`src/sgm_params.svh`:
```
// Register map, field positions, reset values and masks of the
// signal measurement timer control block.
// Assumes inclusion by bare name from the design files that need it.
`ifndef SGM_PARAMS_SVH
`define SGM_PARAMS_SVH

// ----------------------------------------------------------------
// Register byte offsets on the bus
// ----------------------------------------------------------------
`define SGM_OFF_CTL_A 8'h00
`define SGM_OFF_CTL_B 8'h04
`define SGM_OFF_STATUS 8'h08
`define SGM_OFF_CLK_SEL 8'h0c
`define SGM_OFF_WIN_SEL 8'h10
`define SGM_OFF_SIG_SEL 8'h14
`define SGM_OFF_CNT_LOW 8'h18

// ----------------------------------------------------------------
// Field positions
// ----------------------------------------------------------------
`define SGM_EN_BIT 7
`define SGM_HALT_BIT 5
`define SGM_WINDOW_POLARITY_BIT 4
`define SGM_SIGNAL_POLARITY_BIT 3
`define SGM_CEDGE_BIT 2
`define SGM_GO_BIT 7
`define SGM_REPEAT_BIT 6
`define SGM_PLOAD_BIT 7
`define SGM_WLOAD_BIT 6
`define SGM_CCLR_BIT 5
`define SGM_TS_BIT 2
`define SGM_WS_BIT 1
`define SGM_AS_BIT 0

// ----------------------------------------------------------------
// Reset values, writable mask, last mode code and reserved source masks
// ----------------------------------------------------------------
`define SGM_REG_RST 8'h00
`define SGM_CNT_RST 24'h000000
`define SGM_CNT_ONE 24'h000001
`define SGM_CTL_A_MASK 8'hbf
`define SGM_MODE_LAST 4'ha
`define SGM_WIN_RSVD 32'hf8060000
`define SGM_SIG_RSVD 32'hfc030000

`endif

```
`src/sgm_pkg.sv`:
```
// Types of the signal measurement timer control block.
// Assumes nothing beyond a SystemVerilog compiler.
package sgm_pkg;

   // -------------------------------------------------------------
   // Operating modes
   // -------------------------------------------------------------
   typedef enum logic [3:0] {
      SGM_TIMER = 4'b0000,
      SGM_GATED_TIMER = 4'b0001,
      SGM_PERIOD_DUTY = 4'b0010,
      SGM_HIGH_LOW = 4'b0011,
      SGM_WIN_MEAS = 4'b0100,
      SGM_GATED_WIN = 4'b0101,
      SGM_TIME_FLIGHT = 4'b0110,
      SGM_CAPTURE = 4'b0111,
      SGM_COUNTER = 4'b1000,
      SGM_GATED_CNT = 4'b1001,
      SGM_WIN_CNT = 4'b1010
   } sgm_mode_t;

   // -------------------------------------------------------------
   // Bus request carrier and per-module state
   // -------------------------------------------------------------
   typedef struct packed {
      logic cyc;
      logic stb;
      logic we;
      logic [7:0] adr;
      logic [3:0] sel;
      logic [31:0] dat;
   } sgm_wb_req_t;

   typedef struct packed {
      logic cond_valid;
      logic cond_prev;
   } sgm_edge_st_t;

   typedef struct packed {
      logic [2:0] cnt;
   } sgm_pre_st_t;

   typedef struct packed {
      logic [7:0] ctl_a;
      logic go;
      logic rep;
      logic [3:0] mode;
      logic [2:0] req;
      logic [2:0] csel;
      logic [4:0] wsel;
      logic [4:0] ssel;
      logic [23:0] count;
      logic [23:0] pcap;
      logic [23:0] wcap;
      logic armed;
      logic ack;
      logic [7:0] rdata;
      logic ev_match;
      logic ev_pacq;
      logic ev_wacq;
   } sgm_state_t;

endpackage : sgm_pkg

```
`src/sgm_edge.sv`:
```
// Polarity conditioner and edge finder for one synchronous input.
// Assumes the input is already synchronous to CLK.
`timescale 1ns/100ps
module sgm_edge (
   // Clock and reset
   input wire logic CLK,
   input wire logic RST,
   input wire logic CLR,
   // Input and polarity
   input wire logic DIN,
   input wire logic INVERT,
   // Conditioned level and edges
   output logic LEVEL,
   output logic RISE,
   output logic FALL
);
   import sgm_pkg::*;

   sgm_edge_st_t st_reg;
   sgm_edge_st_t st_next;

   // Active level after polarity
   assign LEVEL = DIN ^ INVERT;
   assign RISE = st_reg.cond_valid & LEVEL & ~st_reg.cond_prev;
   assign FALL = st_reg.cond_valid & ~LEVEL & st_reg.cond_prev;

   // History; cleared while the block is disabled
   always_comb begin
      st_next = st_reg;
      st_next.cond_prev = LEVEL;
      st_next.cond_valid = ~CLR;
   end

   // State register
   always_ff @(posedge CLK) begin
      if (RST) begin
         st_reg <= '0;
      end else begin
         st_reg <= st_next;
      end
   end
endmodule : sgm_edge

```
`src/sgm_prescale.sv`:
```
// Divides a stream of counting-edge ticks by 1, 2, 4 or 8.
// Assumes one tick lasts one CLK cycle.
`timescale 1ns/100ps
module sgm_prescale (
   // Clock and reset
   input wire logic CLK,
   input wire logic RST,
   input wire logic CLR,
   // Ticks and ratio
   input wire logic TICK_IN,
   input wire logic [1:0] RATIO,
   output logic TICK_OUT
);
   import sgm_pkg::*;

   sgm_pre_st_t st_reg;
   sgm_pre_st_t st_next;
   logic [2:0] mask;

   // Pass every 2**RATIO-th tick
   always_comb begin
      case (RATIO)
         2'b00: mask = 3'h0;
         2'b01: mask = 3'h1;
         2'b10: mask = 3'h3;
         default: mask = 3'h7;
      endcase
      TICK_OUT = TICK_IN & ((st_reg.cnt & mask) == mask);
      st_next = st_reg;
      if (CLR) begin
         st_next.cnt = 3'h0;
      end else if (TICK_IN) begin
         st_next.cnt = st_reg.cnt + 3'h1;
      end
   end

   // State register
   always_ff @(posedge CLK) begin
      if (RST) begin
         st_reg <= '0;
      end else begin
         st_reg <= st_next;
      end
   end
endmodule : sgm_prescale

```
`src/sgm_regs.sv`:
```
// Signal measurement timer: register file, counter and mode engine.
// Assumes classic Wishbone master on CLK and synchronous source inputs.
//
// How it works
// - Enable clear resets internal state and drops clock requests.
// - Enable clear leaves all software registers untouched.
// - Halt set: counter holds at limit on match, match event raised.
// - Halt clear: counter wraps to zero on match, match event raised.
// - Window polarity picks active-low falling or active-high rising.
// - Signal polarity picks active-low falling or active-high rising.
// - Clock edge bit picks falling or rising counting edge.
// - Prescale field divides counting ticks by 1, 2, 4 or 8.
// - Run bit allows counting; hardware clears it after single run.
// - Repeat bit picks continuous or single acquisition.
// - Mode field picks one of eleven operations; rest reserved.
// - Manual period load copies counter, then clears itself.
// - Manual width load copies counter, then clears itself.
// - Manual counter clear zeroes counter, then clears itself.
// - Counting flag reads one while counter may advance.
// - Window flag reads one while window is open; reads zero while disabled.
// - Acquisition flag reads one while acquisition runs.
// - Three-bit field selects one of eight counting clocks.
// - Five-bit field routes window source; reserved codes read low.
// - Five-bit field routes signal source; reserved codes read low.
// - Counter low byte is read/write and resets to zero.
// - Unimplemented register bits read zero and ignore writes.
// - Timer mode counts while running, ignoring window and signal.
// - Capture updates raise width and period acquisition events.
// - Counter modes count signal pulses, not the counting clock.
//
// Chosen here: the address map and the Wishbone register port.
`timescale 1ns/100ps
`include "sgm_params.svh"
module sgm_regs (
   // Clock and reset
   input wire logic CLK,
   input wire logic RST,
   // Wishbone slave
   input sgm_pkg::sgm_wb_req_t WB_REQ,
   output logic [31:0] WB_DAT_O,
   output logic WB_ACK,
   // Sources and match limit
   input wire logic [7:0] CLK_SRC,
   input wire logic [31:0] WIN_SRC,
   input wire logic [31:0] SIG_SRC,
   input wire logic [23:0] MATCH_LIMIT,
   // Counter and captures
   output logic [23:0] COUNT_VALUE,
   output logic [23:0] PERIOD_CAPTURE,
   output logic [23:0] WIDTH_CAPTURE,
   // Events and clock requests
   output logic PERIOD_MATCH_EVT,
   output logic PERIOD_ACQ_EVT,
   output logic WIDTH_ACQ_EVT,
   output logic [7:0] CLOCK_REQ
);
   import sgm_pkg::*;

   sgm_state_t s_reg;
   sgm_state_t s_next;
   logic en, run, mode_ok, clr_int, acc, wr;
   logic win_lvl, win_rise, win_fall;
   logic sig_lvl, sig_rise, sig_fall;
   logic clk_edge, pre_tick;
   logic inc, do_p, do_w, rst_c, load1, arm_set, arm_clr, end_acq;
   logic needs_arm, ts_flag;
   logic [7:0] stat_rd;

   // ----------------------------------------------------------------
   // Source selection and edge conditioning
   // ----------------------------------------------------------------
   assign en = s_reg.ctl_a[`SGM_EN_BIT];
   assign clr_int = ~en;
   assign mode_ok = (s_reg.mode <= `SGM_MODE_LAST);
   assign run = en & s_reg.go & mode_ok;

   // Window input conditioner
   sgm_edge u_win (
      .CLK(CLK),
      .RST(RST),
      .CLR(clr_int),
      .DIN(|(WIN_SRC & ~`SGM_WIN_RSVD & (32'h1 << s_reg.wsel))),
      .INVERT(s_reg.ctl_a[`SGM_WINDOW_POLARITY_BIT]),
      .LEVEL(win_lvl),
      .RISE(win_rise),
      .FALL(win_fall)
   );

   // Signal input conditioner
   sgm_edge u_sig (
      .CLK(CLK),
      .RST(RST),
      .CLR(clr_int),
      .DIN(|(SIG_SRC & ~`SGM_SIG_RSVD & (32'h1 << s_reg.ssel))),
      .INVERT(s_reg.ctl_a[`SGM_SIGNAL_POLARITY_BIT]),
      .LEVEL(sig_lvl),
      .RISE(sig_rise),
      .FALL(sig_fall)
   );

   // Counting clock: selected source, chosen edge
   sgm_edge u_clk (
      .CLK(CLK),
      .RST(RST),
      .CLR(clr_int),
      .DIN(CLK_SRC[s_reg.csel]),
      .INVERT(s_reg.ctl_a[`SGM_CEDGE_BIT]),
      .LEVEL(),
      .RISE(clk_edge),
      .FALL()
   );

   // Prescaler on the counting edge
   sgm_prescale u_pre (
      .CLK(CLK),
      .RST(RST),
      .CLR(clr_int),
      .TICK_IN(clk_edge),
      .RATIO(s_reg.ctl_a[1:0]),
      .TICK_OUT(pre_tick)
   );

   // ----------------------------------------------------------------
   // Mode engine
   // ----------------------------------------------------------------
   // Count enables and capture strobes per mode
   always_comb begin
      inc = 1'b0;
      do_p = 1'b0;
      do_w = 1'b0;
      rst_c = 1'b0;
      load1 = 1'b0;
      arm_set = 1'b0;
      arm_clr = 1'b0;
      if (run) begin
         case (s_reg.mode)
            SGM_TIMER: inc = pre_tick;
            SGM_GATED_TIMER: begin
               inc = pre_tick & sig_lvl;
               do_w = sig_fall;
            end
            SGM_PERIOD_DUTY: begin
               inc = pre_tick;
               do_w = sig_fall;
               do_p = sig_rise;
               load1 = sig_rise;
            end
            SGM_HIGH_LOW: begin
               inc = pre_tick;
               do_w = sig_fall;
               do_p = sig_rise;
               rst_c = sig_rise | sig_fall;
            end
            SGM_WIN_MEAS, SGM_GATED_WIN: begin
               inc = pre_tick & s_reg.armed &
                  (sig_lvl | (s_reg.mode == SGM_WIN_MEAS));
               arm_set = win_rise;
               do_p = win_rise & s_reg.armed;
               rst_c = do_p;
            end
            SGM_TIME_FLIGHT: begin
               inc = pre_tick & s_reg.armed;
               arm_set = win_rise;
               do_p = sig_rise & s_reg.armed;
               do_w = win_rise & s_reg.armed & ~sig_rise;
               arm_clr = do_p;
               rst_c = do_p | do_w;
            end
            SGM_CAPTURE: begin
               inc = pre_tick;
               do_p = win_rise;
               do_w = win_fall;
            end
            SGM_COUNTER: begin
               inc = sig_rise;
               do_w = win_rise;
            end
            SGM_GATED_CNT: begin
               inc = sig_rise & win_lvl;
               do_w = win_fall;
            end
            SGM_WIN_CNT: begin
               inc = sig_rise & s_reg.armed;
               arm_set = win_rise;
               do_w = win_fall;
               do_p = win_rise & s_reg.armed;
               rst_c = do_p;
            end
            default: inc = 1'b0;
         endcase
      end
   end

   // Single acquisition ends on its final capture
   assign end_acq = do_p | (do_w & (s_reg.mode == SGM_GATED_TIMER ||
      s_reg.mode == SGM_COUNTER || s_reg.mode == SGM_GATED_CNT));
   assign needs_arm = (s_reg.mode == SGM_WIN_MEAS) ||
      (s_reg.mode == SGM_GATED_WIN) || (s_reg.mode == SGM_TIME_FLIGHT) ||
      (s_reg.mode == SGM_WIN_CNT);
   assign ts_flag = run & (~needs_arm | s_reg.armed);

   // Status byte; bits 4:3 unimplemented
   assign stat_rd = {s_reg.req, 2'b00, ts_flag, en & win_lvl, run};

   // ----------------------------------------------------------------
   // Register file and counter update
   // ----------------------------------------------------------------
   assign acc = WB_REQ.cyc & WB_REQ.stb & ~s_reg.ack;
   assign wr = acc & WB_REQ.we & WB_REQ.sel[0];

   // Next state
   always_comb begin
      s_next = s_reg;
      s_next.ack = acc;
      s_next.ev_match = 1'b0;
      s_next.ev_pacq = 1'b0;
      s_next.ev_wacq = 1'b0;
      // Arming for window-started modes; a new start beats a disarm
      if (~run) begin
         s_next.armed = 1'b0;
      end else if (arm_set) begin
         s_next.armed = 1'b1;
      end else if (arm_clr) begin
         s_next.armed = 1'b0;
      end
      // Counter
      if (s_reg.req[0]) begin
         s_next.count = `SGM_CNT_RST;
         s_next.req[0] = 1'b0;
      end else if (load1) begin
         s_next.count = `SGM_CNT_ONE;
      end else if (rst_c) begin
         s_next.count = `SGM_CNT_RST;
      end else if (inc) begin
         if (s_reg.count == MATCH_LIMIT) begin
            s_next.ev_match = 1'b1;
            if (!s_reg.ctl_a[`SGM_HALT_BIT]) begin
               s_next.count = `SGM_CNT_RST;
            end
         end else begin
            s_next.count = s_reg.count + `SGM_CNT_ONE;
         end
      end
      // Period capture, automatic or manual
      if (s_reg.req[2]) begin
         s_next.req[2] = 1'b0;
      end
      if ((do_p | s_reg.req[2]) & mode_ok) begin
         s_next.pcap = s_reg.count;
         s_next.ev_pacq = 1'b1;
      end
      // Width capture, automatic or manual
      if (s_reg.req[1]) begin
         s_next.req[1] = 1'b0;
      end
      if ((do_w | s_reg.req[1]) & mode_ok) begin
         s_next.wcap = s_reg.count;
         s_next.ev_wacq = 1'b1;
      end
      // Single acquisition stops the run bit
      if (end_acq & ~s_reg.rep) begin
         s_next.go = 1'b0;
      end
      // Software writes; a request set beats its own completion
      if (wr) begin
         case (WB_REQ.adr)
            `SGM_OFF_CTL_A:
               s_next.ctl_a = WB_REQ.dat[7:0] & `SGM_CTL_A_MASK;
            `SGM_OFF_CTL_B: begin
               s_next.go = WB_REQ.dat[`SGM_GO_BIT];
               s_next.rep = WB_REQ.dat[`SGM_REPEAT_BIT];
               s_next.mode = WB_REQ.dat[3:0];
            end
            `SGM_OFF_STATUS:
               s_next.req = s_next.req | WB_REQ.dat[7:5];
            `SGM_OFF_CLK_SEL: s_next.csel = WB_REQ.dat[2:0];
            `SGM_OFF_WIN_SEL: s_next.wsel = WB_REQ.dat[4:0];
            `SGM_OFF_SIG_SEL: s_next.ssel = WB_REQ.dat[4:0];
            `SGM_OFF_CNT_LOW: s_next.count[7:0] = WB_REQ.dat[7:0];
            default: s_next.rdata = s_reg.rdata;
         endcase
      end
      // Read data, zero above the byte and at unmapped offsets
      if (acc) begin
         case (WB_REQ.adr)
            `SGM_OFF_CTL_A: s_next.rdata = s_reg.ctl_a;
            `SGM_OFF_CTL_B:
               s_next.rdata = {s_reg.go, s_reg.rep, 2'b00, s_reg.mode};
            `SGM_OFF_STATUS: s_next.rdata = stat_rd;
            `SGM_OFF_CLK_SEL: s_next.rdata = {5'h00, s_reg.csel};
            `SGM_OFF_WIN_SEL: s_next.rdata = {3'h0, s_reg.wsel};
            `SGM_OFF_SIG_SEL: s_next.rdata = {3'h0, s_reg.ssel};
            `SGM_OFF_CNT_LOW: s_next.rdata = s_reg.count[7:0];
            default: s_next.rdata = 8'h00;
         endcase
      end
   end

   // State register; disable clears only its armed flag, reset clears all of it
   always_ff @(posedge CLK) begin
      if (RST) begin
         s_reg <= '0;
      end else begin
         s_reg <= s_next;
      end
   end

   // ----------------------------------------------------------------
   // Outputs
   // ----------------------------------------------------------------
   assign WB_ACK = s_reg.ack;
   assign WB_DAT_O = {24'h000000, s_reg.rdata};
   assign COUNT_VALUE = s_reg.count;
   assign PERIOD_CAPTURE = s_reg.pcap;
   assign WIDTH_CAPTURE = s_reg.wcap;
   assign PERIOD_MATCH_EVT = s_reg.ev_match;
   assign PERIOD_ACQ_EVT = s_reg.ev_pacq;
   assign WIDTH_ACQ_EVT = s_reg.ev_wacq;
   // One-hot request for the selected clock while enabled
   assign CLOCK_REQ = en ? (8'h01 << s_reg.csel) : 8'h00;
endmodule : sgm_regs

```
`config.mk`:
```
export PLATFORM = sky130hd
export DESIGN_NAME = sgm_regs
export DESIGN_NICKNAME = d
export VERILOG_FILES = /design/src/sgm_pkg.sv /design/src/sgm_edge.sv /design/src/sgm_prescale.sv /design/src/sgm_regs.sv
export VERILOG_INCLUDE_DIRS = /design/src /design/src/src
export SDC_FILE = /design/constraint.sdc
export NUM_CORES = 1
export LEC_CHECK = 0
export BUFFER_PORTS_ARGS = -buffer_cell sky130_fd_sc_hd__buf_2
export CAP_MARGIN = 40
export CORE_ASPECT_RATIO = 0.75
export CORE_UTILIZATION = 52
export DETAILED_ROUTE_END_ITERATION = 16
export PLACE_DENSITY_LB_ADDON = 0.3
export SLEW_MARGIN = 0
export SYNTH_ARGS = -nofsm -noshare
export SYNTH_HDL_FRONTEND = slang
export SYNTH_SLANG_ARGS = --single-unit
export TNS_END_PERCENT = 5
```
`constraint.sdc`:
```
create_clock -name CLK -period 3.6 [get_ports CLK]
set_input_delay 0.54 -clock CLK [delete_from_list [all_inputs] [get_ports CLK]]
set_output_delay 0.54 -clock CLK [all_outputs]
set_load 0.03 [all_outputs]
```
# After elaboration in Yosys (flattened, before gate mapping)
# Index checks and enable logic that the tools add are counted.
totals:
  in_bits: 145
  wordCells: 176
  reg_bits: 121
  out_inout_bits: 116
classes:
  eq_ne: 21
  n_addsub: 2
  shifts: 3
  reduce_logical: 29
  bitwise_logic: 57
  muxes: 39
  n_lt_le_gt_ge: 2
op_table:
  columns: ["op", "n"]
  rows:
  - ["$reduce_or A32 Y1", 2]
  - ["$shl A1 B5 Y32 const A", 2]
  - ["$mux W8", 7]
  - ["$pmux W8 S7", 1]
  - ["$mux W24", 2]
  - ["$and A26 B32 Y32", 1]
  - ["$and A27 B32 Y32", 1]
  - ["$and A1 B1 Y1", 30]
  - ["$add A24 B1 Y24 const B", 1]
  - ["$eq A24 B24 Y1", 1]
  - ["$eq A8 B5 Y1 const B", 3]
  - ["$mux W22", 1]
  - ["$mux W1", 17]
  - ["$eq A4 B3 Y1 const B", 4]
  - ["$eq A8 B4 Y1 const B", 2]
  - ["$not A1 Y1", 14]
  - ["$eq A4 B4 Y1 const B", 3]
  - ["$reduce_and A2 Y1", 6]
  - ["$reduce_or A3 Y1", 4]
  - ["$reduce_or A4 Y1", 3]
  - ["$mux W5", 2]
  - ["$pmux W3 S3", 1]
  - ["$eq A4 B2 Y1 const B", 2]
  - ["$eq A8 B3 Y1 const B", 1]
  - ["other kinds (25)", 42]

# Logic depth before layout (Yosys ltp)
# Gate-level depths: netlist (run 1).
logic_depth:
  ltp_word: 16
  ltp_mapped: 13
  ltp_nobuf: 9

# By module
# Synthesis (run 1) repeated with hierarchy kept, for this count alone.
hier_totals:
  hier_cells: 882
  area_unflattened_um2: 7368.3
modules_own_cells:
  columns: ["mod", "cells_each", "seq_area_each_um2", "instances", "area_per_inst_um2"]
  rows:
  - ["sgm_regs", 842, 2282.2, 1, 6950.4]
  - ["sgm_edge", 8, 40.0, 3, 86.3]
  - ["sgm_prescale", 16, 60.1, 1, 158.9]

# Worst setup path after synthesis (run 1)
# OpenSTA, ideal clock, no wires.
synth_path:
  path_type: "input port to flip-flop"
  start: "in SIG_SRC[25]"
  end: "reg s_reg (netlist bit WIDTH_CAPTURE[10])"
  required_ps: 3528
  arrival_time_ps: 2907
  setup_ps: 72
  stages: 10
  setup_slack_ps: 622
  n_path_buf: 1
  cell_sequence: "mux4_2 > a22o_1 > o31a_1 > o21a_4 > nor2_2 > nor2_1 > a221oi_2 > a2bb2oi_4 > buf_8 > mux2i_1"
synth_via:
  elab_chain_len: 11
  elab_cells_between_ends: 14
  classes_between: "mux (2); bitwise (11); reduce/logical (1)"
synth_rtl:
  columns: ["item", "line", "rtl"]
  rows:
  - ["start: declaration", "sgm_regs.sv:45", "input wire logic [31:0] SIG_SRC,"]
  - ["$and A26 B32 Y32 *", "sgm_regs.sv:94", ".DIN(|(SIG_SRC & ~`SGM_SIG_RSVD & (32'h1 << s_reg.ssel))),"]
  - ["$reduce_or A32 Y1 *", "sgm_regs.sv:94", null]
  - ["$xor A1 B1 Y1 *", "sgm_edge.sv:23", "assign LEVEL = DIN ^ INVERT;"]
  - ["$and A1 B1 Y1 (2 in a row)", "sgm_edge.sv:24", "assign RISE = st_reg.cond_valid & LEVEL & ~st_reg.cond_prev;"]
  - ["$not A1 Y1", "sgm_regs.sv:165", "do_w = win_rise & s_reg.armed & ~sig_rise;"]
  - ["$and A1 B1 Y1", "sgm_regs.sv:165", null]
  - ["$pmux W1 S4 *", "sgm_regs.sv:136", "case (s_reg.mode)"]
  - ["$mux W1 *", "sgm_regs.sv:135", "if (run) begin"]
  - ["$or A1 B1 Y1 *", "sgm_regs.sv:256", "if ((do_w | s_reg.req[1]) & mode_ok) begin"]
  - ["$and A1 B1 Y1 *", "sgm_regs.sv:256", null]
  - ["end signal: assignment", "sgm_regs.sv:304", "s_reg <= s_next;"]
  - ["end: declaration", "sgm_regs.sv:59", "sgm_state_t s_reg;"]
# Every way passes the cells marked *; elsewhere a longest branch is shown, timed or not.
# A chain may end at the register's enable or synchronous reset.

# Final worst setup path (run 1)
layout_path:
  start: "reg s_reg[92] (netlist bit)"
  end: "reg s_reg (netlist bit WIDTH_CAPTURE[4])"
layout_via:
  elab_chain_len: 12
  elab_cells_between_ends: 15
  classes_between: "shift (1); mux (2); bitwise (11); reduce/logical (1)"
layout_rtl:
  columns: ["item", "line", "rtl"]
  rows:
  - ["$shl A1 B5 Y32 *", "sgm_regs.sv:82", ".DIN(|(WIN_SRC & ~`SGM_WIN_RSVD & (32'h1 << s_reg.wsel))),"]
  - ["$and A27 B32 Y32 *", "sgm_regs.sv:82", null]
  - ["$reduce_or A32 Y1 *", "sgm_regs.sv:82", null]
  - ["$xor A1 B1 Y1 *", "sgm_edge.sv:23", null]
  - ["$and A1 B1 Y1 (2 in a row)", "sgm_edge.sv:24", null]
  - ["$and A1 B1 Y1 (2 in a row)", "sgm_regs.sv:165", null]
  - ["$pmux W1 S4 *", "sgm_regs.sv:136", null]
  - ["$mux W1 *", "sgm_regs.sv:135", null]
  - ["$or A1 B1 Y1 *", "sgm_regs.sv:256", null]
  - ["$and A1 B1 Y1 *", "sgm_regs.sv:256", null]
# Marked as above.

==> impl_metrics.ini, run 1 <==
[worst_setup_path]
critical_path_class = reg -> reg
r2r_slack_ns = 0.25
crit_path_start = s_reg[92]$_SDFFE_PP0P_
ff2ff_path_depth = 10
cp_data_arrival_time_ns = 3.69
end_kind = flop
path_max_fanout = 25
critPathRequiredTime_ns = 3.94
r2r_end = WIDTH_CAPTURE[4]$_SDFFE_PP0P_
reg2reg_from = s_reg[92]$_SDFFE_PP0P_
cp-start-kind = flop

[routing]
firstDrtPassIters = 5
avgRoutedWirePerCell_um = 17.34
drtIter0Drc = 596
routed_via_density = 5.512
vias = 6841
routed_wl_um = 21520
ant_nets = 0
remaining_drc_errors = 0

[pwr]
p_switching_uw = 799.9
power_density_nw_per_um2 = 355.1
vdd_drop_max_mv = 0.3158
finalPower_uw = 3208
power_frac_comb = 0.064
leakagePower_uw = 0.004054
pwr-share-seq = 0.418
p_sw_frac = 0.2493
p_int_uw = 2408
power_frac_clock = 0.518

[outcome]
status = finished clean

[placed_design]
gp_congestion = 0.9679
dp.final_hpwl_um = 16110
io_buffers = 194

[hold_path]
hold_start = WB_REQ[6]
hold_path_end = COUNT_VALUE[6]$_SDFF_PP0_
worstHoldPathType = in -> reg
min_path_cells = 3

[synth]
syn_area_um2 = 8031
async_flop_share = 0
ys_seq_elements = 121
synth.avg_cell_area_um2 = 8.683
synth_edf_count = 0
synthFlopType = dfxtp_1
synth.distinct_cells = 87
synthCells = 925
ys_seq_area_frac = 0.3016
synth_warnings = 0

[global_route]
grt_pass1_vias = 6209
overflow = 0
grt_max_degree = 64
antenna_found_initial = 0
grt_use_total = 0.2721
grt_pass1_wl_um = 33680

[sta]
fmax_mhz = 298.3
setup_viol = 0
period_needed_ns = 3.353
finalClockSkew_ns = 0.01037
period_share = 0.9313
tightest_slew_ns = 0.6119
maxSlewHeadroom = 0.5921
hold_violations = 0
finalSetupTns_ns = 0
drv_slew = 0
whs_ns = 0.3935
rsz0062_at_grt = false

[clock_network]
cts_setup_buffers = 0
numCtsBuffers = 17
htreeDepth = 4
worstSkewPairLatency_ns = 0.42
root_buffer = clkbuf_16
cts_buffer_depth = 2
clkSlewWorstSetupHoldPaths_ns = 0.06
clock_sinks = 121
cts_tree = yes

[layout]
final_common_cell = buf_2
drive_gt1_frac = 0.3055
mostFrequentLayoutCells = 193 x buf_2, 121 x dfxtp_1, 102 x nor2_1
antenna_cells = 0
layout.nets = 1175
largest_reg_flops = 29
syn_to_final_growth_pct = 12.51

[die]
dieArea_um2 = 15950
die_x_um = 145.5
pin_count = 261
start_util = 0.5432
rows = 38
die_y_um = 109.6
core_area_um2 = 14790

[flow_run]
cap_violations = 0
==> cell usage after synthesis (10+ instances only) <==
master	n	share of area
nor4_1	10	0.0078
nand2b_1	57	0.044
o21ai_0	16	0.010
nor2_1	102	0.048
a22oi_1	12	0.011
nand3b_1	10	0.0093
nor3_2	13	0.016
mux2i_1	86	0.11
dfxtp_1	121	0.30
clkbuf_1	33	0.015
a21oi_1	13	0.0081
xnor2_1	14	0.015
nand2_1	54	0.025
nand3_1	13	0.0081
nor2b_1	12	0.0093
buf_4	107	0.10
xor2_1	33	0.036
nor3_1	24	0.015
inv_1	23	0.011
==> through the flow <==
| stage | std cells | cell area, um^2 | setup slack (ns) | util |
|---|---|---|---|---|
| detailed placement | 1209 | 8456 | 0.09864 | 0.5718 |
| CTS | 1241 | 9035 | 0.1146 | 0.6110 |
| finish | 1241 | 9036 | 0.2475 | 0.6111 |
| global route | 1241 | 9036 | 0.05189 | 0.6111 |
| floorplan | 948 | 8118 | 0.6216 | - |
| global placement | 1209 | 8456 | 0.1184 | 0.5718 |
==> how the worst max path moves through the flow <==
stage | slack, ns | cells past startpoint | endpoint
after global placement | 0.12 | 10 | COUNT_VALUE[12]$_SDFFE_PP0P_
after floorplan | 0.62 | 10 | WIDTH_CAPTURE[10]$_SDFFE_PP0P_
after CTS | 0.11 | 9 | COUNT_VALUE[13]$_SDFFE_PP0P_
final | 0.25 | 10 | WIDTH_CAPTURE[4]$_SDFFE_PP0P_
after detailed placement | 0.1 | 10 | COUNT_VALUE[13]$_SDFFE_PP0P_
after global routing | 0.05 | 10 | WIDTH_CAPTURE[8]$_SDFFE_PP0P_
==> metal layers <==
metal	vias up	GRT usage	share of wire	wire length, um
met2	365	0.3753	0.40	8543
met5	-	0	0	0
met3	26	0.06598	0.11	2419
met4	0	0.08722	0.013	276
li1	3286	-	-	-
met1	3164	0.4081	0.48	10280
==> critical path, cell delays in order (launching register included) <==
cell and delay, ns:
dfxtp_1 0.62, mux2_2 0.39, a221oi_1 0.30, o221a_2 0.27
a211oi_1 0.07, o21a_1 0.24, or2_1 0.28, a221oi_2 0.45
a2bb2oi_4 0.21, buf_12 0.22, mux2i_1 0.21
==> cells by family after synthesis <==
logic type,Yosys count,synth area share
and+or+nand+nor,352,0.2365
buffers and inverters,188,0.1573
DFF,121,0.3016
AOI/OAI and AO/OA,112,0.1098
muxes,102,0.1399
xor gates and xnor gates,47,0.05125
adders and majority gates,2,0.003115
other,1,0.0004669
==> power by group through the flow <==
stage	clock, uW	combinational (uW)	sequential [uW]
3_3_place_gp	0	200	1370
2_1_floorplan	0	139	1370
4_1_cts	1680	203	1340
3_5_place_dp	0	202	1370
5_1_grt	1750	220	1340
6_report	1660	205	1340
==> timing repair <==
| item | CTS | global route |
|---|---|---|
| endpoints found under the setup margin | 0 | 16 |
| resized for setup | 0 | 1 |
| hold buffers | 0 | 0 |
==> cell type report <==
cell class,instances,area [um^2]
Multi-Input combinational cell,639,4434
Sequential cell,121,2422
Timing Repair Buffer,226,1264
Fill cell,1299,5751
Clock inverter,14,140.1
Tap cell,200,250.2
Clock buffer,18,439.2
Inverter,23,86.33
Power figures use the tool's default switching activity.
==> run 2, diff against run 1 <==
CORE_UTILIZATION = 53   (was 52)
CTS_BUF_LIST = sky130_fd_sc_hd__clkbuf_8   (was default)
==> run 2 against run 1 <==
  * Flip-flop and latch count is the same
  * Clock skew rose by 0.0016 ns
  * Clock power decreased by 27%
  * First-iteration DRC count down 11%
  * Critical path type unchanged
  * Largest power group is now sequential cells
  * Highest routed layer unchanged
==> impl_metrics.ini, run 2 (synthesis gave the netlist of run 1 again) <==
[routing]
ant_nets = 0
dr_wl_met2_um = 8203
remaining_drc_errors = 0
met1_length_um = 10410
wl_met3_um = 2257
routed_wl_um = 21040
top_layer_used = met4
drtIter0Drc = 532
routed_via_density = 5.485
vias = 6807
firstDrtPassIters = 5
avgRoutedWirePerCell_um = 16.95

[pwr]
finalPower_uw = 2765
leakagePower_uw = 0.003970
power_density_nw_per_um2 = 312.3
vdd_drop_max_mv = 0.2329

[worst_setup_path]
critical_path_class = reg -> reg
path_max_fanout = 10
end_kind = flop
cp-start-kind = flop
critPathRequiredTime_ns = 3.90
cp_data_arrival_time_ns = 3.68

[sta]
rsz0062_at_grt = false
setup_ws_ns = 0.2126
maxSlewHeadroom = 0.4667
tightest_slew_ns = 0.7999
finalClockSkew_ns = 0.01193
period_needed_ns = 3.387
finalSetupTns_ns = 0
period_share = 0.9410
drv_slew = 0
hold_violations = 0
setup_viol = 0
fmax_mhz = 295.2

[clock_network]
worstSkewPairLatency_ns = 0.44
ctsHoldBuffers = 0
htreeDepth = 4
clkSlewWorstSetupHoldPaths_ns = 0.08
cts_repair_resize_count = 0
clock_sinks = 121
numCtsBuffers = 17
cts_tree = yes
root_buffer = clkbuf_8
cts_buffer_depth = 2
cts_setup_buffers = 0

[layout]
layout.nets = 1175
syn_to_final_growth_pct = 10.22
final_area_um2 = 8852
final_util = 0.6045
num-fill-cells = 1332
mostFrequentLayoutCells = 193 x buf_2, 121 x dfxtp_1, 102 x nor2_1
drive_gt1_frac = 0.3036
regArea_um2 = 2422
antenna_cells = 0
multi_input_area_um2 = 4433
largest_reg_flops = 29
final_common_cell = buf_2

[placed_design]
io_buffers = 194
dp.final_hpwl_um = 15690
post_dp_cell_area_um2 = 8456
gp_congestion = 0.9220
pre_cts_slack_ns = 0.2264

[global_route]
antenna_found_initial = 0
grt_use_total = 0.2708
overflow = 0
grt_pass1_vias = 5913
grt_pass1_wl_um = 32040
grt_max_degree = 87

[outcome]
status = finished clean

[die]
dieArea_um2 = 15650
die_y_um = 108.6
rows = 38
start_util = 0.5484
die_x_um = 144.1
core_area_um2 = 14640
pin_count = 261

[flow_run]
cap_violations = 0

[hold_path]
worstHoldPathType = in -> reg
run 2: per-layer routing:
| metal | GRT usage | up-vias |
|---|---|---|
| li1 | - | 3292 |
| met4 | 0.06391 | 0 |
| met5 | 0 | - |
| met2 | 0.3647 | 340 |
| met1 | 0.4211 | 3157 |
| met3 | 0.06554 | 18 |
run 2: final timing paths:
| path | start | slack (ns) | cells after the start | end |
|---|---|---|---|---|
| worst max-delay path | s_reg[85]$_SDFFE_PP0P_ | 0.21 | 10 | PERIOD_CAPTURE[18]$_SDFFE_PP0P_ |
| worst min-delay path | WB_REQ[6] | 0.35 | 2 | s_reg[99]$_SDFF_PP0_ |
| worst max register to register | s_reg[85]$_SDFFE_PP0P_ | 0.21 | 10 | PERIOD_CAPTURE[18]$_SDFFE_PP0P_ |
| worst min register to register | WIDTH_CAPTURE[9]$_SDFFE_PP0P_ | 0.47 | 2 | WIDTH_CAPTURE[9]$_SDFFE_PP0P_ |
run 2: area by class of cell:
| cell class | count | area share |
|---|---|---|
| Multi-Input combinational cell | 639 | 0.5008 |
| Clock buffer | 18 | 0.02799 |
| Timing Repair Buffer | 226 | 0.1428 |
| Clock inverter | 14 | 0.01682 |
| Sequential cell | 121 | 0.2736 |
| Tap cell | 200 | 0.02827 |
| Inverter | 23 | 0.009753 |
run 2: through the flow:
stage          instances  hold slack [ns]
3_3_place_gp        1209           0.4594
3_5_place_dp        1209           0.4620
5_1_grt             1241           0.3474
6_report            1241           0.3510
4_1_cts             1241           0.3352
2_1_floorplan        948           0.4467
run 2: worst max-delay path, cell delays in order (launching register included):
cell,delay (ns)
dfxtp_1,0.59
mux4_2,0.58
a22o_1,0.23
o31a_1,0.27
o21a_4,0.24
nor3_4,0.28
and3_2,0.27
o31a_2,0.30
buf_12,0.18
mux2i_1,0.22
nor2_1,0.06
run 2: report_power, final:
part,total (uW),internal (uW),switching (uW)
registers,1340,1340,1.43
clock network,1220,635,585
logic,203,82.3,121
==> run 3, diff against run 2 <==
CORE_MARGIN = 2   (was default)
==> run 3 against run 2 <==
  * Combinational power barely moved
  * Critical path type unchanged
  * Largest power group is now clock
  * Largest cell class unchanged
  * Total power rose by 5.8%
  * Clock power rose by 13%
  * Worst hold slack improved by 0.013 ns
==> impl_metrics.ini, run 3 (synthesis gave the netlist of run 1 again) <==
[routing]
ant_nets = 0
avgRoutedWirePerCell_um = 16.98
remaining_drc_errors = 0
drtIter0Drc = 670
routed_wl_um = 21060
firstDrtPassIters = 7
vias = 6811
routed_via_density = 5.493

[sta]
period_share = 0.9610
finalClockSkew_ns = 0.01145
fmax_mhz = 289.1
hold_violations = 0
finalSetupTns_ns = 0
setup_viol = 0
period_needed_ns = 3.459
rsz0062_at_grt = false
tightest_slew_ns = 0.8494
maxSlewHeadroom = 0.4337
drv_slew = 0

[clock_network]
clkSlewWorstSetupHoldPaths_ns = 0.08
ctsHoldBuffers = 0
cts_tree = yes
root_buffer = clkbuf_8
numCtsBuffers = 17
cts_buffer_depth = 2
htreeDepth = 4
worstSkewPairLatency_ns = 0.44
cts_setup_buffers = 0
cts_repair_resize_count = 0
clock_sinks = 121

[pwr]
power_density_nw_per_um2 = 328.6
vdd_drop_max_mv = 0.2278
leakagePower_uw = 0.003993

[worst_setup_path]
reg2reg_from = s_reg[86]$_SDFFE_PP0P_
endpoint = COUNT_VALUE[9]$_SDFFE_PP0P_
cp-start-kind = flop
r2r_slack_ns = 0.14
critical_path_class = reg -> reg
end_kind = flop
crit_path_start = s_reg[86]$_SDFFE_PP0P_
cp_data_arrival_time_ns = 3.74
ff2ff_path_depth = 9
r2r_end = COUNT_VALUE[9]$_SDFFE_PP0P_
critPathRequiredTime_ns = 3.88
path_max_fanout = 16

[layout]
final_util = 0.6077
syn_to_final_growth_pct = 10.81
layout.nets = 1174
largest_reg_flops = 29
antenna_cells = 0
final_area_um2 = 8900
final_common_cell = buf_2
mostFrequentLayoutCells = 193 x buf_2, 121 x dfxtp_1, 102 x nor2_1
drive_gt1_frac = 0.3038

[die]
start_util = 0.5484
core_area_um2 = 14640
dieArea_um2 = 16160
die_y_um = 110.6
pin_count = 261
rows = 38
die_x_um = 146.1

[global_route]
grt_use_total = 0.2576
antenna_found_initial = 0
grt_pass1_wl_um = 33360
overflow = 0
grt_max_degree = 77
grt_pass1_vias = 6189

[placed_design]
io_buffers = 194
post_dp_cell_area_um2 = 8448
dp.final_hpwl_um = 15820
gp_congestion = 0.9554

[outcome]
status = finished clean

[flow_run]
cap_violations = 0

[hold_path]
worstHoldPathType = in -> reg
[run 3: changes by cell type in the layout (fill, tap and decap cells not counted), sizes merged]
cell / previous run / this run
clkbuf: 18 / 19
bufinv: 2 / 4
buf: 226 / 225
clkinv: 6 / 5
clkinvlp: 3 / 1
[run 3: stage by stage]
step	setup WS, ns	cells	hold slack [ns]	total power (uW)
2_1_floorplan	0.6216	948	0.4467	1512
3_3_place_gp	0.1498	1208	0.4578	1570
3_5_place_dp	0.1086	1208	0.4631	1572
4_1_cts	0.1813	1240	0.3362	2943
5_1_grt	0.001193	1240	0.3466	3022
6_report	0.1406	1240	0.3640	2924
[run 3: layout make-up]
| type | count | area [um^2] |
|---|---|---|
| Fill cell | 1341 | 5744 |
| Multi-Input combinational cell | 639 | 4433 |
| Sequential cell | 121 | 2422 |
| Timing Repair Buffer | 225 | 1256 |
| Clock buffer | 19 | 261.5 |
| Tap cell | 200 | 250.2 |
| Clock inverter | 13 | 190.2 |
| Inverter | 23 | 86.33 |
[run 3: critical path, cell delays in order (launching register included)]
cell      delay [ns]
dfxtp_1         0.59
mux4_2          0.56
mux2i_1         0.24
a221oi_1        0.17
o21a_4          0.28
nor2_2          0.26
nor3_4          0.12
nor3_2          0.25
and2_1          0.72
nor3_1          0.11
[run 3: power by group]
part | switching [uW] | internal [uW] | leakage, uW | total (uW)
combinational | 119 | 82.1 | 0.00279 | 201
sequential | 1.30 | 1340 | 0.000975 | 1340
clock | 583 | 799 | 0.000227 | 1380
[run 3: worst min-delay path by stage]
stage | slack [ns] | start | end | cells past startpoint
final | 0.36 | WB_REQ[5] | COUNT_VALUE[5]$_SDFF_PP0_ | 3
after global routing | 0.35 | WB_REQ[6] | s_reg[99]$_SDFF_PP0_ | 2
after CTS | 0.34 | WB_REQ[6] | s_reg[99]$_SDFF_PP0_ | 2
after detailed placement | 0.46 | WIDTH_CAPTURE[2]$_SDFFE_PP0P_ | WIDTH_CAPTURE[2]$_SDFFE_PP0P_ | 2
after global placement | 0.46 | WIDTH_CAPTURE[1]$_SDFFE_PP0P_ | WIDTH_CAPTURE[1]$_SDFFE_PP0P_ | 2
after floorplan | 0.45 | WB_DAT_O[1]$_SDFFE_PP0P_ | WB_DAT_O[1]$_SDFFE_PP0P_ | 2
[run 3: per-layer routing]
metal	wire length [um]	global-route usage	part of all wire	vias up
met1	10130	0.3915	0.48	3208
met5	0	0	0	-
li1	-	-	-	3291
met4	229	0.05696	0.011	0
met2	8380	0.3500	0.40	294
met3	2321	0.08223	0.11	18
